[src/verilog/icc_cfg.svh]
/*
 * Constants for the eight-channel input capture unit: register offsets,
 * field positions, write mask, prescaler terminal counts and reset values.
 * Assumes it is included by its bare name from files under verilog/.
 */
`ifndef ICC_CFG_SVH
`define ICC_CFG_SVH

// -----------------------------------------------------------------------------
// Register map: per channel a control word and a buffer word, 4-byte stride.
// -----------------------------------------------------------------------------
`define ICC_ADDR_W         8
`define ICC_BUF_OFS        8'h00
`define ICC_CON_OFS        8'h02
`define ICC_CH_STRIDE_LOG2 2
`define ICC_IRQ_STAT_OFS   8'h40
`define ICC_IRQ_CLR_OFS    8'h44
`define ICC_IRQ_EN_OFS     8'h48

// -----------------------------------------------------------------------------
// Control word field positions.
// -----------------------------------------------------------------------------
`define ICC_MODE_LSB   0
`define ICC_MODE_MSB   2
`define ICC_BNE_BIT    3
`define ICC_OV_BIT     4
`define ICC_EPI_LSB    5
`define ICC_EPI_MSB    6
`define ICC_TSEL_BIT   7
`define ICC_CON_RESET  16'h0000
`define ICC_CON_WMASK  16'h00E7

// -----------------------------------------------------------------------------
// Prescaler terminal counts.
// -----------------------------------------------------------------------------
`define ICC_DIV4_LAST  4'h3
`define ICC_DIV16_LAST 4'hF

`endif

[src/verilog/icc_pkg.sv]
/*
 * Types shared by the input capture unit files.
 * Assumes icc_cfg.svh is available on the include path.
 */
`default_nettype none

package icc_pkg;
    // Capture mode field codes.
    typedef enum logic [2:0] {
        ICC_MODE_OFF   = 3'b000,
        ICC_MODE_BOTH  = 3'b001,
        ICC_MODE_FALL  = 3'b010,
        ICC_MODE_RISE  = 3'b011,
        ICC_MODE_DIV4  = 3'b100,
        ICC_MODE_DIV16 = 3'b101,
        ICC_MODE_RSV   = 3'b110,
        ICC_MODE_WAKE  = 3'b111
    } icc_mode_e;
endpackage

`default_nettype wire

[src/verilog/icc_fifo.sv]
/*
 * Four-deep shift FIFO holding capture values for one channel.
 * Assumes push is never asked while full; the caller checks count.
 * A read of an empty FIFO returns whatever stands in the head register.
 */
`timescale 1ns/1ps
`default_nettype none

module icc_fifo #(
    parameter int WIDTH = 16,
    parameter int DEPTH = 4
) (
    input  wire logic             i_clk,
    input  wire logic             i_reset_n,
    input  wire logic             i_ce,
    input  wire logic             i_push,
    input  wire logic [WIDTH-1:0] i_data,
    input  wire logic             i_pop,
    output logic      [WIDTH-1:0] o_head,
    output logic      [2:0]       o_count
);
    // -------------------------------------------------------------------------
    // Storage.
    // -------------------------------------------------------------------------
    logic [WIDTH-1:0] mem [DEPTH];    // Entry 0 is always the oldest.
    logic [2:0]       next_count;     // Fill level after this cycle.

    // Fill level follows pushes and pops; a pop on empty does nothing.
    always_comb begin
        next_count = o_count;
        // A pop on empty must not swallow a push that lands in the same cycle.
        if (i_push && !(i_pop && o_count != 3'h0)) begin
            next_count = o_count + 3'h1;
        end else if (i_pop && !i_push && o_count != 3'h0) begin
            next_count = o_count - 3'h1;
        end
    end

    // Count register.
    always_ff @(posedge i_clk or negedge i_reset_n) begin
        if (!i_reset_n) begin
            o_count <= 3'h0;
        end else if (i_ce) begin
            o_count <= next_count;
        end
    end

    // Entries shift forward by one on a pop; the push lands after the last live one.
    genvar g;
    generate
        for (g = 0; g < DEPTH; g++) begin : g_ent
            always_ff @(posedge i_clk or negedge i_reset_n) begin
                if (!i_reset_n) begin
                    mem[g] <= '0;
                end else if (i_ce) begin
                    if (i_pop && o_count != 3'h0) begin
                        if (i_push && 3'(g) == o_count - 3'h1) begin
                            mem[g] <= i_data;
                        end else if (g < DEPTH - 1) begin
                            mem[g] <= mem[(g + 1) % DEPTH];
                        end
                    end else if (i_push && 3'(g) == o_count) begin
                        mem[g] <= i_data;
                    end
                end
            end
        end
    endgenerate

    // Read data come from the head register.
    assign o_head = mem[0];
endmodule

`default_nettype wire

[src/verilog/icc_edge.sv]
/*
 * Edge detector and event qualifier for one capture channel.
 * Assumes the pin input is already synchronous to the clock.
 */
`timescale 1ns/1ps
`default_nettype none

module icc_edge (
    input  wire logic             i_clk,
    input  wire logic             i_reset_n,
    input  wire logic             i_ce,
    input  wire logic             i_pin,
    input  wire icc_pkg::icc_mode_e i_mode,
    output logic                  o_event,
    output logic                  o_rise
);
    import icc_pkg::*;
    `include "icc_cfg.svh"

    // -------------------------------------------------------------------------
    // Edge detection and prescaler.
    // -------------------------------------------------------------------------
    logic       pin_q;    // Pin one cycle ago.
    logic [3:0] pscale;   // Rising edges counted toward the prescaled event.
    logic       rise;     // Rising edge this cycle.
    logic       fall;     // Falling edge this cycle.

    assign rise   = i_pin && !pin_q;
    assign fall   = !i_pin && pin_q;
    assign o_rise = rise;

    // Previous pin level.
    always_ff @(posedge i_clk or negedge i_reset_n) begin
        if (!i_reset_n) begin
            pin_q <= 1'b0;
        end else if (i_ce) begin
            pin_q <= i_pin;
        end
    end

    // Prescaler counts rising edges; cleared on reset and when switched off.
    always_ff @(posedge i_clk or negedge i_reset_n) begin
        if (!i_reset_n) begin
            pscale <= 4'h0;
        end else if (i_ce) begin
            if (i_mode == ICC_MODE_OFF) begin
                pscale <= 4'h0;
            end else if (rise && (i_mode == ICC_MODE_DIV4 || i_mode == ICC_MODE_DIV16)) begin
                pscale <= pscale + 4'h1;
            end
        end
    end

    // Qualify the event according to the mode field.
    always_comb begin
        unique case (i_mode)
            ICC_MODE_BOTH:  o_event = rise || fall;
            ICC_MODE_FALL:  o_event = fall;
            ICC_MODE_RISE:  o_event = rise;
            ICC_MODE_WAKE:  o_event = rise;
            ICC_MODE_DIV4:  o_event = rise && pscale[1:0] == 2'(`ICC_DIV4_LAST);
            ICC_MODE_DIV16: o_event = rise && pscale == `ICC_DIV16_LAST;
            default:        o_event = 1'b0;
        endcase
    end
endmodule

`default_nettype wire

[src/verilog/icc_top.sv]
/*
 * Eight-channel input capture unit. Each channel watches a pin, qualifies
 * edges per its mode, and pushes the selected timer count into a FIFO.
 * Assumes timer count buses and pins are synchronous to I_CLK, and that
 * the register master never reads and writes in the same cycle.
 */
// How it works
// - Eight independent channels with own state.
// - Mode field picks one of five edge behaviours.
// - Switching channel off clears its prescaler.
// - Any reset clears every prescaler.
// - Four-entry, sixteen-bit FIFO per channel.
// - Not-empty set on capture, until drained.
// - Read returns oldest, others move forward.
// - Fifth event into full buffer sets overflow.
// - Overflowing value is discarded.
// - After overflow ignore events until drained.
// - Bit seven picks timer two or three.
// - Default selection uses timer three.
// - Both-edge mode flags every captured edge.
// - Both-edge mode ignores events-per-interrupt.
// - Both-edge mode never signals overflow.
// - Bits six:five set events per interrupt.
// - Mode seven with enable wakes device.
`timescale 1ns/1ps
`default_nettype none
`include "icc_cfg.svh"

module icc_top #(
    parameter int NCH   = 8,
    parameter int WIDTH = 16,
    parameter int DEPTH = 4
) (
    input  wire logic                       I_CLK,
    input  wire logic                       I_RESET_N,
    input  wire logic                       I_CE,
    input  wire logic [NCH-1:0]             I_CAP_PIN,
    input  wire logic [WIDTH-1:0]           I_TMR2_COUNT,
    input  wire logic [WIDTH-1:0]           I_TMR3_COUNT,
    input  wire logic [`ICC_ADDR_W-1:0]     I_ADDR,
    input  wire logic [15:0]                I_WDATA,
    input  wire logic                       I_WR,
    input  wire logic                       I_RD,
    output logic      [15:0]                O_RDATA,
    output logic      [NCH-1:0]             O_IRQ_FLAG,
    output logic                            O_IRQ,
    output logic                            O_WAKE
);
    import icc_pkg::*;

    // -------------------------------------------------------------------------
    // Address decoding helpers.
    // -------------------------------------------------------------------------

    // Channel number encoded in a per-channel address.
    function automatic logic [2:0] chan_of(input logic [`ICC_ADDR_W-1:0] a);
        chan_of = a[`ICC_CH_STRIDE_LOG2 +: 3];
    endfunction

    // True when the address hits the given per-channel word.
    function automatic logic hits(input logic [`ICC_ADDR_W-1:0] a,
                                  input logic [`ICC_ADDR_W-1:0] ofs);
        hits = (a[`ICC_ADDR_W-1:5] == 3'h0) && (a[1:0] == ofs[1:0]);
    endfunction

    // -------------------------------------------------------------------------
    // Shared interrupt registers.
    // -------------------------------------------------------------------------
    logic [NCH-1:0] irq_en;           // Per-channel enables, software written.
    logic [NCH-1:0] irq_set;          // Per-channel flag set pulses this cycle.
    logic [NCH-1:0] irq_clr;          // Per-channel clear pulses from software.
    logic [NCH-1:0] wake_req;         // Per-channel wake conditions.
    logic [15:0]    ch_rdata [NCH];   // Per-channel read mux inputs.
    logic [NCH-1:0] ch_hit;           // Read hit on a channel word.

    // Clear strobe: write-one-to-clear register.
    assign irq_clr = (I_WR && I_ADDR == `ICC_IRQ_CLR_OFS) ? I_WDATA[NCH-1:0] : '0;

    // Enable register.
    always_ff @(posedge I_CLK or negedge I_RESET_N) begin
        if (!I_RESET_N) begin
            irq_en <= '0;
        end else if (I_CE && I_WR && I_ADDR == `ICC_IRQ_EN_OFS) begin
            irq_en <= I_WDATA[NCH-1:0];
        end
    end

    // Sticky flags: a set in the clear cycle wins so no event is lost.
    always_ff @(posedge I_CLK or negedge I_RESET_N) begin
        if (!I_RESET_N) begin
            O_IRQ_FLAG <= '0;
        end else if (I_CE) begin
            O_IRQ_FLAG <= (O_IRQ_FLAG & ~irq_clr) | irq_set;
        end
    end

    // Level interrupt while any enabled flag is set.
    assign O_IRQ = |(O_IRQ_FLAG & irq_en);

    assign O_WAKE = |(wake_req & irq_en);

    // -------------------------------------------------------------------------
    // Channels.
    // -------------------------------------------------------------------------
    genvar c;
    generate
        for (c = 0; c < NCH; c++) begin : g_ch
            logic [7:0]       con;        // Writable control bits.
            logic             ovf;        // Sticky overflow status.
            logic [1:0]       epi_cnt;    // Captures since last interrupt.
            logic             ev;         // Qualified capture event.
            logic             rise;       // Raw rising edge.
            logic             push;       // Value goes into the FIFO.
            logic             pop;        // Software read of the buffer.
            logic [2:0]       count;      // FIFO fill level.
            logic [WIDTH-1:0] head;       // Oldest entry.
            logic [WIDTH-1:0] tval;       // Selected timer count.
            icc_mode_e        mode;       // Decoded mode field.
            logic             both;       // Every-edge mode active.
            logic             full;       // FIFO holds four entries.

            assign mode = icc_mode_e'(con[`ICC_MODE_MSB:`ICC_MODE_LSB]);
            assign both = (mode == ICC_MODE_BOTH);
            assign full = (count == 3'(DEPTH));

            assign tval = con[`ICC_TSEL_BIT] ? I_TMR2_COUNT : I_TMR3_COUNT;

            icc_edge u_edge (
                .i_clk     (I_CLK),
                .i_reset_n (I_RESET_N),
                .i_ce      (I_CE),
                .i_pin     (I_CAP_PIN[c]),
                .i_mode    (mode),
                .o_event   (ev),
                .o_rise    (rise)
            );

            assign push = ev && !full && !ovf;
            assign pop  = I_RD && hits(I_ADDR, `ICC_BUF_OFS) && chan_of(I_ADDR) == 3'(c);

            icc_fifo #(
                .WIDTH (WIDTH),
                .DEPTH (DEPTH)
            ) u_fifo (
                .i_clk     (I_CLK),
                .i_reset_n (I_RESET_N),
                .i_ce      (I_CE),
                .i_push    (push),
                .i_data    (tval),
                .i_pop     (pop),
                .o_head    (head),
                .o_count   (count)
            );

            // Control register; status bits are not written here.
            always_ff @(posedge I_CLK or negedge I_RESET_N) begin
                if (!I_RESET_N) begin
                    con <= 8'(`ICC_CON_RESET);
                end else if (I_CE && I_WR && hits(I_ADDR, `ICC_CON_OFS)
                             && chan_of(I_ADDR) == 3'(c)) begin
                    con <= I_WDATA[7:0] & 8'(`ICC_CON_WMASK);
                end
            end

            // Overflow: set by an event into a full buffer outside both-edge mode, cleared when drained.
            always_ff @(posedge I_CLK or negedge I_RESET_N) begin
                if (!I_RESET_N) begin
                    ovf <= 1'b0;
                end else if (I_CE) begin
                    if (ev && full && !both) begin
                        ovf <= 1'b1;
                    end else if (count == 3'h0 || (count == 3'h1 && pop)) begin
                        ovf <= 1'b0;
                    end
                end
            end

            // Events per interrupt: flag after 1..4 captures.
            always_ff @(posedge I_CLK or negedge I_RESET_N) begin
                if (!I_RESET_N) begin
                    epi_cnt <= 2'h0;
                end else if (I_CE) begin
                    if (mode == ICC_MODE_OFF) begin
                        epi_cnt <= 2'h0;
                    end else if (push && !both) begin
                        epi_cnt <= (epi_cnt == con[`ICC_EPI_MSB:`ICC_EPI_LSB]) ?
                                   2'h0 : epi_cnt + 2'h1;
                    end
                end
            end

            // Flag set pulse; every-edge mode flags each edge directly.
            always_comb begin
                if (both) begin
                    irq_set[c] = ev;
                end else if (mode == ICC_MODE_WAKE) begin
                    irq_set[c] = ev;
                end else begin
                    irq_set[c] = push && epi_cnt == con[`ICC_EPI_MSB:`ICC_EPI_LSB];
                end
            end

            assign wake_req[c] = (mode == ICC_MODE_WAKE) && rise;

            // Read mux input; the buffer word reads the head register.
            always_comb begin
                ch_rdata[c] = 16'h0000;
                ch_hit[c]   = 1'b0;
                if (chan_of(I_ADDR) == 3'(c)) begin
                    if (hits(I_ADDR, `ICC_BUF_OFS)) begin
                        ch_rdata[c] = head;
                        ch_hit[c]   = 1'b1;
                    end else if (hits(I_ADDR, `ICC_CON_OFS)) begin
                        ch_rdata[c] = {8'h00, con};
                        ch_rdata[c][`ICC_BNE_BIT] = (count != 3'h0);
                        ch_rdata[c][`ICC_OV_BIT]  = ovf;
                        ch_hit[c]   = 1'b1;
                    end
                end
            end
        end
    endgenerate

    // -------------------------------------------------------------------------
    // Read data register: valid the cycle after the read strobe only.
    // -------------------------------------------------------------------------
    logic [15:0] next_rdata;  // Selected read value.

    always_comb begin
        next_rdata = 16'h0000;
        if (I_ADDR == `ICC_IRQ_STAT_OFS) begin
            next_rdata = {8'h00, O_IRQ_FLAG};
        end else if (I_ADDR == `ICC_IRQ_EN_OFS) begin
            next_rdata = {8'h00, irq_en};
        end else begin
            for (int i = 0; i < NCH; i++) begin
                if (ch_hit[i]) begin
                    next_rdata = ch_rdata[i];
                end
            end
        end
    end

    // Unmapped addresses read zero; the bus is zero outside read answers.
    always_ff @(posedge I_CLK or negedge I_RESET_N) begin
        if (!I_RESET_N) begin
            O_RDATA <= 16'h0000;
        end else if (I_CE) begin
            O_RDATA <= I_RD ? next_rdata : 16'h0000;
        end
    end
endmodule

`default_nettype wire

[config.mk]
export PLATFORM = sky130hd
export DESIGN_NAME = icc_top
export DESIGN_NICKNAME = d
export VERILOG_FILES = /design/src/verilog/icc_pkg.sv /design/src/verilog/icc_fifo.sv /design/src/verilog/icc_edge.sv /design/src/verilog/icc_top.sv
export VERILOG_INCLUDE_DIRS = /design/src /design/src/verilog
export SDC_FILE = /design/constraint.sdc
export NUM_CORES = 2
export LEC_CHECK = 0
export BUFFER_PORTS_ARGS = -buffer_cell sky130_fd_sc_hd__buf_4
export CAP_MARGIN = 15
export CORE_AREA = 5 5 367 297
export DETAILED_ROUTE_END_ITERATION = 16
export DIE_AREA = 0 0 372 302
export PLACE_DENSITY = 0.65
export SLEW_MARGIN = 5
export SYNTH_ARGS = -nofsm -noshare
export SYNTH_HDL_FRONTEND = slang
export SYNTH_HIERARCHICAL = 1
export SYNTH_SLANG_ARGS = --single-unit
[constraint.sdc]
create_clock -name I_CLK -period 7.15 [get_ports I_CLK]
set_input_delay 0.3575 -clock I_CLK [delete_from_list [all_inputs] [get_ports I_CLK]]
set_output_delay 0.3575 -clock I_CLK [all_outputs]
set_load 0.01 [all_outputs]
==> flow_summary.toml <==
[route]
drt_wl_total_um = 139000
vias_per_cell = 6.37
drcViolationCount = 0
routedWlPerCell_um = 25.1
via_count = 35201
final_antenna_net_count = 0
first_pass_iters = 7
drt-initial-drc-count = 4298

[sta]
slew_viol_final = 0
period_needed_ps = 4290
rsz0062_at_grt = "no"
final-setup-viol-count = 0
max_freq_ghz = 0.233
slew_headroom_pct = 17.6
setup-tns-final_ps = 0
worst_pin_slew_ps = 1220
hold_ws_ps = 105
period_share_pct = 60.0
hold_violations = 0
fin_worst_skew_ps = 21.3

[power_and_ir_drop]
powerDensity_nw_per_um2 = 272
vdd_ir_drop_max_mv = 0.202
finalPower_mw = 12.1
cellLeakagePower_nw = 18.9

[yosys]
ys_async_sr_fraction_pct = 100
synth_top_cells_by_count = "dfrtp_1, o21ai_0, nor2_1"
yosys.area.top_type = "dfrtp_1"
synth-seq-cells = 680
synthTopCellsByArea = "dfrtp_1, a41oi_1, mux2_2"
avgSynthCellArea_um2 = 9.78
yosys.area.top_type_share_pct = 40.9
ys_types = 89
ys_seq_area_share_pct = 40.9
ys_warn_count = 6
netlist_area_um2 = 41600
ys.flop_type = "dfrtp_1"
syn_nets = 4392
syn_inst = 4251
synth_edf_count = 0
synth.most_common_cell = "dfrtp_1"

[critical_path]
worstPathArrival_ps = 4820
rrSetupSlack_ps = 2890
crit_path_end = "g_ch[3].u_fifo/mem[12]$_DFFE_PN0P_"
worstSetupEndpointType = "register"
cp-start-kind = "input port"
timing_worst_setup_path_type = "input port to register"
required_ps = 7680
startpoint = "I_CAP_PIN[3]"
reg2reg_to = "g_ch[3].u_fifo/mem[12]$_DFFE_PN0P_"
cp_max_fo = 16
reg2reg_from = "g_ch[3].con[0]$_DFFE_PN0P_"
r2r_cells = 7

[floorplanning]
io_pins = 95
die_y_um = 302
start_util_pct = 39.5
rows = 107
core_um2 = 105000
die_width_um = 372
dieArea_um2 = 112000

[cts]
post_cts_resized = 0
h-tree-depth = 3
insertion_delay_ps = 650
clkSlewWorstSetupHoldPaths_ps = 60
clock_path_buffers = 3
cts_root_buffer = "clkbuf_16"
cts_buffers = 76
tritoncts = "built"
cts.sinks = 680

[cells_and_area]
syn2layout_area_growth_pct = 7.15
drive_gt1_share_pct = 19.3
fin_nets = 4172
nFillCells = 10261

[global_routing]
grt_use_total_pct = 23.8
globalRouteOverflowTotal = 0
antenna_found_initial = 16
grt_pass1_vias = 32771
grt_max_degree = 160
grt_first_pass_wirelength_um = 208000

[worst_hold_path]
min_path_type = "input port to register"

[place]
numPortBuffers = 86
place_congestion = 0.973
hpwl_um = 93400

[flow_run]
drv_cap = 0

[run_status]
outcome = "finished, final reports clean"
==> cells by family after synthesis <==
group           after synthesis  share of synthesized area [%]
fa+ha+maj                    72                           2.17
xor+xnor                     24                          0.505
compound gates             1618                           25.8
flops                       680                           40.9
buf+inv                     527                           7.08
mux                         423                           12.4
simple gates                907                           11.1
==> metrics by stage <==
stage / worst slack, ps / utilization, % / area [µm²] / instances
3_3_place_gp: 2660 / 39.8 / 41900 / 5359
2_1_floorplan: 4240 / - / 41600 / 4251
5_1_grt: 2600 / 42.3 / 44500 / 5512
6_report: 2860 / 42.4 / 44600 / 5523
4_1_cts: 2910 / 42.3 / 44500 / 5505
3_5_place_dp: 2600 / 39.8 / 41900 / 5359
==> worst max-delay path: stages <==
cell and delay, ps:
dlygate4sd3_1 560, buf_4 130, inv_1 40, ha_1 280, nor3b_1 190, a31oi_1 60
o22ai_1 400, nor3b_2 940, nand2_1 440, a211oi_4 980, mux2_2 420
==> cells in the final DEF, fill, tap and decap left out, types with 24 or more instances in the layout <==
cell and count:
dfrtp_1 680, o21ai_0 458, a21oi_1 446, nor2_1 443
a41oi_1 384, mux2_2 267, nand2_1 139, buf_4 119
inv_1 86, clkbuf_16 79, mux2_4 73, ha_1 72
mux2i_1 55, nand2b_1 45, o21a_1 41, nor3_1 33
nor3b_1 31, o21ai_2 31, a211oi_1 28, nand3_1 25
and3b_1 25, nand4_2 24
==> how the worst min path moves through the flow <==
stage	startpoint	end	slack, ps	depth (start not counted)
finish	I_RD	O_RDATA[6]$_DFFE_PN0P_	110	3
global route	I_RD	O_RDATA[6]$_DFFE_PN0P_	100	3
CTS	I_RD	O_RDATA[6]$_DFFE_PN0P_	80	3
detailed placement	g_ch[0].u_fifo/mem[9]$_DFFE_PN0P_	g_ch[0].u_fifo/mem[9]$_DFFE_PN0P_	470	1
global placement	g_ch[0].u_fifo/mem[4]$_DFFE_PN0P_	g_ch[0].u_fifo/mem[4]$_DFFE_PN0P_	470	1
floorplan	I_RESET_N	O_IRQ_FLAG[0]$_DFFE_PN0P_	60	0
==> state kept, by name, indices dropped and copies added (netlist names) <==
register	flops
g_ch.u_edge/pscale	32
O_RDATA	16
g_ch.con	48
irq_en	8
g_ch.u_fifo/o_head	128
O_IRQ_FLAG	8
g_ch.epi_cnt	16
g_ch.u_fifo/o_count	24
g_ch.ovf	8
g_ch.u_edge/pin_q	8
g_ch.u_fifo/mem	384
==> final cells by class <==
type,instances,area [µm²],share of cell area (%)
well taps,1417,1770,3.98
clock buffers,109,2250,5.05
inverters,95,372,0.834
diodes,18,45.0,0.101
clock inverters,26,300,0.674
multi-input cells,3044,21700,48.8
repair buffers,134,1080,2.42
flip-flops and latches,680,17000,38.2
==> where the power goes <==
group / internal, mW / switching (mW)
Clock: 2.40 / 1.70
Sequential: 4.35 / 0.532
Combinational: 0.917 / 2.23
Total: 7.67 / 4.46
==> repair_timing <==
action	in CTS	in global routing
buffers inserted	0	0
hold buffers	11	0
hold endpoints to repair	106	0
==> per-layer routing <==
metal / track usage (%) / wire length, µm / share of wire (%) / vias up
met5: 0 / 95 / 0.068 / -
li1: - / - / - / 15471
met3: 8.40 / 16100 / 12 / 285
met1: 34.3 / 60400 / 44 / 17727
met2: 32.9 / 57100 / 41 / 1706
met4: 8.45 / 4970 / 3.6 / 12
(Power assumes the default switching activity.)
